## src/shared/nfp_pkg.sv

```systemverilog
`default_nettype none
package nfp_pkg;

   // ****************************************
   // NVM word indices and byte addresses
   // ****************************************
   localparam logic [7:0] IDX_FUNC_CTRL  = 8'h21;
   localparam logic [7:0] IDX_LAN_PWR    = 8'h22;
   localparam logic [7:0] IDX_FLASH_DET  = 8'h23;
   localparam logic [7:0] IDX_ALT_REV_32 = 8'h27;
   localparam logic [7:0] IDX_ALT_REV_1  = 8'h28;
   localparam logic [7:0] ADR_FUNC_CTRL  = 8'h84;
   localparam logic [7:0] ADR_LAN_PWR    = 8'h88;
   localparam logic [7:0] ADR_FLASH_DET  = 8'h8c;
   localparam logic [7:0] ADR_ALT_REV_32 = 8'h9c;
   localparam logic [7:0] ADR_ALT_REV_1  = 8'ha0;
   localparam logic [7:0] ADR_FUNC_STATE = 8'h00;
   localparam logic [7:0] ADR_REVISION   = 8'h04;
   localparam logic [7:0] ADR_PM_SELECT  = 8'h08;
   localparam logic [7:0] ADR_PM_DATA    = 8'h0c;
   localparam logic [7:0] ADR_CKSUM      = 8'h10;

   // ****************************************
   // Field positions
   // ****************************************
   localparam int FC_IDE_EN    = 15;
   localparam int FC_SER_EN    = 14;
   localparam int FC_IPMI_EN   = 13;
   localparam int FC_LAN_SWAP  = 12;
   localparam int FC_IDE_INT   = 10;
   localparam int FC_SER_INT   = 8;
   localparam int FC_IPMI_INT  = 6;
   localparam int PW_D0        = 8;
   localparam int PW_COMMON    = 5;
   localparam int PW_D3        = 0;
   localparam int FD_CKSUM     = 15;
   localparam int FA_IDE       = 1;
   localparam int FA_SER       = 2;
   localparam int FA_IPMI      = 3;
   localparam int FA_LAN_SWAP  = 30;
   localparam int PS_FUNC      = 4;

   // ****************************************
   // Reset values, keys, data selects
   // ****************************************
   localparam logic [15:0] RST_FUNC_CTRL = 16'h0ec0;
   localparam logic [15:0] RST_LAN_PWR   = 16'h0000;
   localparam logic [15:0] RST_FLASH_DET = 16'h7fff;
   localparam logic [15:0] RST_ALT_REV   = 16'h0000;
   localparam logic [7:0]  RST_REV_KEY   = 8'h00;
   localparam logic [7:0]  KEY_ALT_3     = 8'h3d;
   localparam logic [7:0]  KEY_ALT_2     = 8'h2d;
   localparam logic [7:0]  KEY_ALT_1     = 8'h1d;
   localparam logic [3:0]  DS_D0_A       = 4'h0;
   localparam logic [3:0]  DS_D0_B       = 4'h4;
   localparam logic [3:0]  DS_D3_A       = 4'h3;
   localparam logic [3:0]  DS_D3_B       = 4'h7;
   localparam logic [3:0]  DS_COMMON     = 4'h8;

endpackage
`default_nettype wire

```

## src/design/nfp_cfg_decode.sv

```systemverilog
// Chosen here: the APB slave port.
`timescale 1ns/1ps
`default_nettype none

module nfp_cfg_decode #(
   parameter logic [7:0] BASE_REVISION = 8'h01 // Arbitrary value
) (
   input  wire logic        pclk,           // Core clock
   input  wire logic        presetn,        // Async reset, active low
   input  wire logic        psel,           // APB select
   input  wire logic        penable,        // APB enable
   input  wire logic        pwrite,         // APB direction
   input  wire logic [7:0]  paddr,          // APB byte address
   input  wire logic [31:0] pwdata,         // APB write data
   output logic      [31:0] prdata,         // APB read data
   output logic             pready,         // APB ready
   output logic             pslverr,        // APB error
   input  wire logic        nvm_load,       // Autoload word strobe
   input  wire logic [7:0]  nvm_addr,       // Autoload word index
   input  wire logic [15:0] nvm_data,       // Autoload word data
   input  wire logic        sig_valid,      // NVM signature valid
   input  wire logic        pm_enable,      // Power management enabled
   input  wire logic        lan_both_en,    // Both LAN ports enabled
   output logic             ide_visible,    // IDE config space shown
   output logic             serial_visible, // Serial config space shown
   output logic             ipmi_visible,   // IPMI config space shown
   output logic             lan0_func,      // PCI function of LAN 0
   output logic             lan1_func,      // PCI function of LAN 1
   output logic      [7:0]  ide_int_pin,    // IDE interrupt pin value
   output logic      [7:0]  serial_int_pin, // Serial interrupt pin value
   output logic      [7:0]  ipmi_int_pin,   // IPMI interrupt pin value
   output logic      [7:0]  pm_data         // PM data register value
);

   // ****************************************
   // Helpers
   // ****************************************
   // Interrupt Pin register: 1 = INTA .. 4 = INTD
   function automatic logic [7:0] int_pin(input logic [1:0] sel);
      int_pin = {6'h00, sel} + 8'h01;
   endfunction

   // ****************************************
   // Storage
   // ****************************************
   logic [15:0] func_ctrl;
   logic [15:0] lan_pwr;
   logic [14:0] flash_det;
   logic        cksum_valid;
   logic [15:0] alt_rev_32;
   logic [7:0]  alt_rev_1;
   logic [7:0]  rev_key;
   logic [3:0]  pm_select;
   logic        pm_func;
   logic [7:0]  next_pm_data;
   logic [31:0] next_prdata;
   logic        addr_ok;
   logic        bus_done;
   logic        bus_wr;
   logic [31:0] func_state;
   logic [7:0]  revision;
   logic        load_fc;

   assign bus_done = psel && penable && pready;
   assign bus_wr   = bus_done && pwrite;
   assign load_fc  = nvm_load && (nvm_addr == nfp_pkg::IDX_FUNC_CTRL);

   // ****************************************
   // Autoload of configuration words
   // ****************************************
   always_ff @(posedge pclk or negedge presetn) begin
      if (!presetn) begin
         func_ctrl  <= nfp_pkg::RST_FUNC_CTRL;
         lan_pwr    <= nfp_pkg::RST_LAN_PWR;
         flash_det  <= nfp_pkg::RST_FLASH_DET[14:0];
         alt_rev_32 <= nfp_pkg::RST_ALT_REV;
         alt_rev_1  <= nfp_pkg::RST_ALT_REV[15:8];
      end else if (nvm_load) begin
         unique case (nvm_addr)
            nfp_pkg::IDX_FUNC_CTRL:  func_ctrl  <= nvm_data;
            nfp_pkg::IDX_LAN_PWR:    lan_pwr    <= nvm_data;
            nfp_pkg::IDX_FLASH_DET:  flash_det  <= nvm_data[14:0];
            nfp_pkg::IDX_ALT_REV_32: alt_rev_32 <= nvm_data;
            nfp_pkg::IDX_ALT_REV_1:  alt_rev_1  <= nvm_data[15:8];
            default: ;
         endcase
      end
   end

   // Loaded value first, software sets it afterwards; set wins
   always_ff @(posedge pclk or negedge presetn) begin
      if (!presetn) begin
         cksum_valid <= nfp_pkg::RST_FLASH_DET[nfp_pkg::FD_CKSUM];
      end else if (bus_wr && paddr == nfp_pkg::ADR_CKSUM && pwdata[0]) begin
         cksum_valid <= 1'b1;
      end else if (nvm_load && nvm_addr == nfp_pkg::IDX_FLASH_DET) begin
         cksum_valid <= nvm_data[nfp_pkg::FD_CKSUM];
      end
   end

   // ****************************************
   // Function enables, routing, pins
   // ****************************************
   always_ff @(posedge pclk or negedge presetn) begin
      if (!presetn) begin
         ide_visible    <= nfp_pkg::RST_FUNC_CTRL[nfp_pkg::FC_IDE_EN];
         serial_visible <= nfp_pkg::RST_FUNC_CTRL[nfp_pkg::FC_SER_EN];
         ipmi_visible   <= nfp_pkg::RST_FUNC_CTRL[nfp_pkg::FC_IPMI_EN];
         ide_int_pin    <= int_pin(nfp_pkg::RST_FUNC_CTRL[nfp_pkg::FC_IDE_INT +: 2]);
         serial_int_pin <= int_pin(nfp_pkg::RST_FUNC_CTRL[nfp_pkg::FC_SER_INT +: 2]);
         ipmi_int_pin   <= int_pin(nfp_pkg::RST_FUNC_CTRL[nfp_pkg::FC_IPMI_INT +: 2]);
      end else if (load_fc) begin
         ide_visible    <= nvm_data[nfp_pkg::FC_IDE_EN];
         serial_visible <= nvm_data[nfp_pkg::FC_SER_EN];
         ipmi_visible   <= nvm_data[nfp_pkg::FC_IPMI_EN];
         ide_int_pin    <= int_pin(nvm_data[nfp_pkg::FC_IDE_INT +: 2]);
         serial_int_pin <= int_pin(nvm_data[nfp_pkg::FC_SER_INT +: 2]);
         ipmi_int_pin   <= int_pin(nvm_data[nfp_pkg::FC_IPMI_INT +: 2]);
      end
   end

   // Routing follows the strap live; single LAN stays on function 0
   always_ff @(posedge pclk or negedge presetn) begin
      if (!presetn) begin
         lan0_func <= 1'b0;
         lan1_func <= 1'b1;
      end else begin
         lan0_func <= lan_both_en && func_ctrl[nfp_pkg::FC_LAN_SWAP];
         lan1_func <= !(lan_both_en && func_ctrl[nfp_pkg::FC_LAN_SWAP]);
      end
   end

   always_comb begin
      func_state = 32'h0000_0000;
      func_state[nfp_pkg::FA_IDE]      = ide_visible;
      func_state[nfp_pkg::FA_SER]      = serial_visible;
      func_state[nfp_pkg::FA_IPMI]     = ipmi_visible;
      func_state[nfp_pkg::FA_LAN_SWAP] = func_ctrl[nfp_pkg::FC_LAN_SWAP];
   end

   // ****************************************
   // Revision key
   // ****************************************
   always_ff @(posedge pclk or negedge presetn) begin
      if (!presetn) begin
         rev_key <= nfp_pkg::RST_REV_KEY;
      end else if (bus_wr && paddr == nfp_pkg::ADR_REVISION) begin
         rev_key <= pwdata[7:0];
      end
   end

   always_comb begin
      unique case (rev_key)
         nfp_pkg::KEY_ALT_3: revision = alt_rev_32[15:8];
         nfp_pkg::KEY_ALT_2: revision = alt_rev_32[7:0];
         nfp_pkg::KEY_ALT_1: revision = alt_rev_1;
         default:            revision = BASE_REVISION;
      endcase
   end

   // ****************************************
   // Power management data
   // ****************************************
   always_ff @(posedge pclk or negedge presetn) begin
      if (!presetn) begin
         pm_select <= 4'h0;
         pm_func   <= 1'b0;
      end else if (bus_wr && paddr == nfp_pkg::ADR_PM_SELECT) begin
         pm_select <= pwdata[3:0];
         pm_func   <= pwdata[nfp_pkg::PS_FUNC];
      end
   end

   // Power word is ignored entirely when it is not trustworthy
   always_comb begin
      next_pm_data = 8'h00;
      if (sig_valid && pm_enable) begin
         unique case (pm_select)
            nfp_pkg::DS_D0_A, nfp_pkg::DS_D0_B:
               next_pm_data = lan_pwr[nfp_pkg::PW_D0 +: 8];
            nfp_pkg::DS_D3_A, nfp_pkg::DS_D3_B:
               next_pm_data = {3'h0, lan_pwr[nfp_pkg::PW_D3 +: 5]};
            nfp_pkg::DS_COMMON:
               if (!pm_func) begin
                  next_pm_data = {5'h00, lan_pwr[nfp_pkg::PW_COMMON +: 3]};
               end
            default: ;
         endcase
      end
   end

   always_ff @(posedge pclk or negedge presetn) begin
      if (!presetn) begin
         pm_data <= 8'h00;
      end else begin
         pm_data <= next_pm_data;
      end
   end

   // ****************************************
   // APB slave, one wait state
   // ****************************************
   always_comb begin
      addr_ok     = 1'b1;
      next_prdata = 32'h0000_0000;
      unique case (paddr)
         nfp_pkg::ADR_FUNC_STATE: next_prdata = func_state;
         nfp_pkg::ADR_REVISION:   next_prdata = {24'h000000, revision};
         nfp_pkg::ADR_PM_SELECT:  next_prdata = {27'h0, pm_func, pm_select};
         nfp_pkg::ADR_PM_DATA:    next_prdata = {24'h000000, pm_data};
         nfp_pkg::ADR_CKSUM:      next_prdata = {31'h0, cksum_valid};
         nfp_pkg::ADR_FUNC_CTRL:  next_prdata = {16'h0000, func_ctrl};
         nfp_pkg::ADR_LAN_PWR:    next_prdata = {16'h0000, lan_pwr};
         nfp_pkg::ADR_FLASH_DET:  next_prdata = {16'h0000, cksum_valid, flash_det};
         nfp_pkg::ADR_ALT_REV_32: next_prdata = {16'h0000, alt_rev_32};
         nfp_pkg::ADR_ALT_REV_1:  next_prdata = {16'h0000, alt_rev_1, 8'h00};
         default:                 addr_ok = 1'b0;
      endcase
   end

   always_ff @(posedge pclk or negedge presetn) begin
      if (!presetn) begin
         pready  <= 1'b0;
         prdata  <= 32'h0000_0000;
         pslverr <= 1'b0;
      end else if (psel && penable && !pready) begin
         pready  <= 1'b1;
         prdata  <= pwrite ? 32'h0000_0000 : next_prdata;
         pslverr <= !addr_ok;
      end else begin
         pready  <= 1'b0;
         pslverr <= 1'b0;
      end
   end
endmodule
`default_nettype wire

```

## config.mk

```make
export PLATFORM = sky130hd
export DESIGN_NAME = nfp_cfg_decode
export DESIGN_NICKNAME = d
export VERILOG_FILES = /design/src/shared/nfp_pkg.sv /design/src/design/nfp_cfg_decode.sv
export SDC_FILE = /design/constraint.sdc
export NUM_CORES = 1
export LEC_CHECK = 0
export BUFFER_PORTS_ARGS = -buffer_cell sky130_fd_sc_hd__buf_4
export CORE_ASPECT_RATIO = 1.4
export CORE_MARGIN = 2
export CORE_UTILIZATION = 56
export CTS_BUF_LIST = sky130_fd_sc_hd__clkbuf_8
export CTS_CLUSTER_SIZE = 8
export DETAILED_ROUTE_END_ITERATION = 12
export GPL_ROUTABILITY_DRIVEN = 0
export PLACE_DENSITY = 0.83
export RECOVER_POWER = 25
export SLEW_MARGIN = 25
export SYNTH_ARGS = -nofsm -noshare
export SYNTH_HDL_FRONTEND = slang
export SYNTH_SLANG_ARGS = --single-unit
```

## constraint.sdc

```tcl
create_clock -name pclk -period 1.8 [get_ports pclk]
set_clock_uncertainty 0.1 [all_clocks]
set_input_delay 0.54 -clock pclk [delete_from_list [all_inputs] [get_ports pclk]]
set_output_delay 0.54 -clock pclk [all_outputs]
set_load 0.01 [all_outputs]
```

==> flow_results.org <==
** Die
- The initial utilization of the core area, before any placement, comes to 57.07%.
- 144 I/O pins were placed.
- Total Die Area :: 11890 µm²
- The die is 128.2 µm tall.
- Die X-Extent :: 92.71 µm
- Core area :: 10810 µm²
- Site Rows :: 45

** Place
- Port buffering added 89 buffers.
- Detailed placement finished with a half-perimeter wire length of 12720 µm.
- Placement Setup Slack :: -0.4886 ns
- Summing all placed instances gives a cell area of 7584 µm².

** Routing
- After the first detailed-routing iteration, the DRC count stood at 726.
- DRT antenna net count :: 0
- Dividing the detail-routed via count by the number of cells gives 6.150.
- Vias :: 5154
- # DRC :: 0
- In the final routed layout, each cell accounts on average for 21.36 µm.
- First-pass iteration count of the detailed router :: 6
- Detailed-route wire length :: 17900 µm

** Worst setup path
- Reg2reg end :: prdata[6]
- By startpoint and endpoint, the worst setup path is classified as reg2reg.
- The startpoint identified for the worst register-to-register timing path is rev_key[4].
- Worst Reg-to-Reg Cells :: 6
- STA classifies the critical path startpoint as a flop.
- Kind of end point of the critical path :: flop
- Data arrives at the worst endpoint at 2.07 ns.
- Across all register-to-register paths, the minimum setup slack is -0.003 ns.
- Endpoint required time on the critical path :: 2.07 ns
- Top fanout value on the critical path :: 8

** CTS
- The clock passes through at most 2 buffers.
- Number of CTS-inserted buffers :: 17
- Counting every sink on the clock net gives 123.
- Latest clock arrival within the worst-skew pair :: 0.46 ns
- TritonCTS built the clock tree.
- After clock tree synthesis, the clock-pin slew on the worst setup and hold paths is 0.08 ns.
- Clock root buffer :: sky130_fd_sc_hd__clkbuf_8
- Level count of the clock H-tree :: 4

** Global route
- Overall fraction of global-route tracks in use :: 31.38%
- Initial antenna violation count :: 0
- The via count of the first global-routing pass came to 5281.
- Wire length of the first global-routing pass :: 28140 µm
- Maximum number of pins on one net before global-route repair :: 43
- GRT Residual Overflow :: 0

** Power
- The worst-case IR drop observed on VDD is 0.8228 mV.
- PD cells :: 775.1 nW/µm²
- For this design the static power due to leakage is 3.822 nW.
- Summing internal, switching and leakage power gives 6.250 mW.

** Synthesis
- After technology mapping, the gate count stands at 532.
- Post-synthesis sequential area ratio :: 50.40%
- Of the total synthesized cell area, the portion taken by XOR and XNOR cells is 0%.
- Adder and majority gate portion of the synthesized area :: 0.6084%
- After synthesis, the largest area contributor takes up 39.75% of total cell area.
- FF+latch count, synth :: 123
- Synth Area in Compound Gates :: 10.69%
- Share of flip-flops with an asynchronous set or reset :: 100.0%
- Distinct cell type count after synthesis :: 63
- Main combinational cell family by area after synthesis :: multiplexers
- Post-Synth Simple-Gate Area :: 12.63%
- The mapped netlist covers 6170 µm².
- In the post-synthesis netlist, the biggest area contributors are sky130_fd_sc_hd__dfrtp_1 40%, sky130_fd_sc_hd__mux2_2 14%, sky130_fd_sc_hd__dfstp_2 11%.
- Mean Syn Cell Area :: 11.60 µm²
- Total of warnings raised by yosys :: 0
- Top cell type by total area after synthesis :: sky130_fd_sc_hd__dfrtp_1
- Top FF cell, synth :: sky130_fd_sc_hd__dfrtp_1
- Yosys mapped a number of flops with a built-in enable equal to 0.
- Multiplexer cells account for 18.96% of the synthesized area.

** Cells and area
- After routing the design area is 8064 µm².
- 0 antenna diodes ended up in the layout.
- Counting the fill cells in the layout gives 686.
- Compared with the post-synthesis result, the final layout area differs by 30.70%.
- Share of cells above drive strength 1 :: 48.35%
- Total Nets Final :: 760

** STA
- Setup repair after global routing left no endpoint under its margin.
- Number of hold-slack violations in the final timing report :: 0
- Highest Clock Rate :: 0.5547 GHz
- Final-report setup violation count :: 1
- Subtracting the final worst setup slack from the clock period gives 1.803 ns.
- Once routing completed, OpenROAD measured the worst setup slack at -0.002857 ns.
- Worst Max-Slew Pin Slew :: 0.6482 ns
- Max-Slew Margin vs Limit :: 56.79%
- Post-route setup TNS :: -0.002857 ns
- Final Max Slew Viols :: 0
- In the finished design, the share of the clock period the worst path needs comes to 100.2%.
- Final hold analysis gives a worst-case slack of 0.1245 ns.

** Min path
- Terminating pin of the worst hold path :: lan1_func
- Hold Crit Start :: lan_both_en
- The tightest min-delay check is of the in2reg type.
- The worst hold path passes through 2 cells.

** Run status
- Status :: finished with violations
- Violations in the final reports :: setup timing

** Flow run
- Max Cap Viol :: 0
[critical path, stage by stage (launching register included)]
cell and delay [ns]:
sky130_fd_sc_hd__dfrtp_2 0.49, sky130_fd_sc_hd__buf_4 0.16, sky130_fd_sc_hd__nor3b_2 0.26, sky130_fd_sc_hd__nand4_1 0.19, sky130_fd_sc_hd__a21oi_2 0.25, sky130_fd_sc_hd__nand2_1 0.10
sky130_fd_sc_hd__a22oi_1 0.18
[cell usage after synthesis, drive strengths merged, types with 6 or more instances]
cell    instances
dfrtp          98
nor2           21
mux2i          13
a221oi         12
inv             8
nand3          13
nand2          58
nor3            8
a22oi          12
o21ai          21
dfstp          25
a21oi          11
buf            49
a32oi           7
nor2b           8
and2            6
clkbuf         10
mux2           89
[registers in the layout, summed over array words and instances (netlist names), 3 cells and up]
name	flops
alt_rev_1	8
alt_rev_32	16
flash_det	15
func_ctrl	16
ide_int_pin	3
ipmi_int_pin	3
lan_pwr	16
pm_data	8
pm_select	4
prdata	17
rev_key	8
serial_int_pin	3
[layout make-up]
cell class	instances	area (µm²)	area share, %
clock buffers	17	234.0	2.901
inverters	8	30.03	0.3724
flip-flops and latches	123	3110	38.57
repair buffers	163	1343	16.65
clock inverters	15	197.7	2.452
multi-input cells	371	2973	36.87
well taps	141	176.4	2.188
[worst max path at each step]
stage | startpoint | to | slack (ns) | depth (start not counted)
detailed placement | nvm_addr[4] | lan_pwr[6] | -0.49 | 6
floorplan | nvm_addr[4] | alt_rev_32[10] | -0.40 | 5
global placement | nvm_addr[4] | lan_pwr[12] | -0.46 | 6
CTS | nvm_addr[4] | lan_pwr[5] | 0.003 | 6
global route | ide_int_pin[2] | ide_int_pin[2] | 0.003 | 1
finish | rev_key[4] | prdata[6] | -0.003 | 6
[layer usage]
metal	part of all wire, %	vias up	GRT usage, %
li1	-	2186	-
met1	36	2542	36.49
met2	51	341	53.67
met3	8.2	85	7.584
met4	5.2	0	16.44
met5	0	-	0
[cell families after synthesis]
| group | count (synthesis) |
|---|---|
| mux | 102 |
| fa+ha+maj | 3 |
| other cells | 1 |
| buf+inv | 67 |
| flops | 123 |
| compound gates | 92 |
| simple gates | 144 |
[placed cells by master (no fill, tap or decap), types with 3 or more instances in the layout]
| master | synthesis | final |
|---|---|---|
| sky130_fd_sc_hd__a22oi_1 | 12 | 11 |
| sky130_fd_sc_hd__buf_6 | 1 | 5 |
| sky130_fd_sc_hd__a221oi_1 | 12 | 9 |
| sky130_fd_sc_hd__o21a_1 | 5 | 5 |
| sky130_fd_sc_hd__bufinv_16 | 0 | 4 |
| sky130_fd_sc_hd__and3_1 | 4 | 4 |
| sky130_fd_sc_hd__clkbuf_8 | 0 | 17 |
| sky130_fd_sc_hd__mux2_4 | 10 | 33 |
| sky130_fd_sc_hd__clkinv_4 | 0 | 3 |
| sky130_fd_sc_hd__nor2_4 | 0 | 3 |
| sky130_fd_sc_hd__mux2i_1 | 13 | 13 |
| sky130_fd_sc_hd__nor2_1 | 19 | 18 |
| sky130_fd_sc_hd__ha_1 | 3 | 3 |
| sky130_fd_sc_hd__o21ai_1 | 0 | 9 |
| sky130_fd_sc_hd__buf_4 | 32 | 148 |
| sky130_fd_sc_hd__dfstp_2 | 25 | 25 |
| sky130_fd_sc_hd__buf_12 | 1 | 8 |
| sky130_fd_sc_hd__dfrtp_1 | 98 | 97 |
| sky130_fd_sc_hd__nand2_1 | 58 | 57 |
| sky130_fd_sc_hd__a222oi_1 | 5 | 5 |
| sky130_fd_sc_hd__nor2b_1 | 8 | 8 |
| sky130_fd_sc_hd__o2bb2ai_1 | 3 | 3 |
| sky130_fd_sc_hd__o21ai_0 | 21 | 12 |
| sky130_fd_sc_hd__inv_1 | 8 | 9 |
| sky130_fd_sc_hd__nand4_1 | 4 | 4 |
| sky130_fd_sc_hd__a21oi_1 | 11 | 9 |
| sky130_fd_sc_hd__nand3_1 | 13 | 12 |
| sky130_fd_sc_hd__clkinv_2 | 0 | 3 |
| sky130_fd_sc_hd__mux2_2 | 79 | 56 |
| sky130_fd_sc_hd__conb_1 | 1 | 30 |
| sky130_fd_sc_hd__nor3_1 | 6 | 5 |
| sky130_fd_sc_hd__a32oi_1 | 7 | 7 |
| sky130_fd_sc_hd__and2_1 | 5 | 5 |
| sky130_fd_sc_hd__nor3b_1 | 4 | 3 |
| sky130_fd_sc_hd__a221oi_2 | 0 | 3 |
[report_power, final]
part	internal [mW]	total (mW)	switching [mW]
Sequential	2.88	2.97	0.0880
Clock	1.51	2.68	1.17
Combinational	0.289	0.609	0.320
Total	4.67	6.25	1.58
[repair_timing]
action,in CTS,in global routing
resized for setup,3,10
endpoints found under the hold margin,12,0
setup buffers,0,3
pin swaps,0,4
hold buffers,1,0
endpoints found under the setup margin,4,35
[per-stage QoR]
step	cells	util (%)
CTS	836	74.31
global placement	803	70.15
global route	838	74.59
detailed placement	803	70.15
floorplan	561	-
finish	838	74.59
Note: power is estimated with default switching activity, not from simulation.
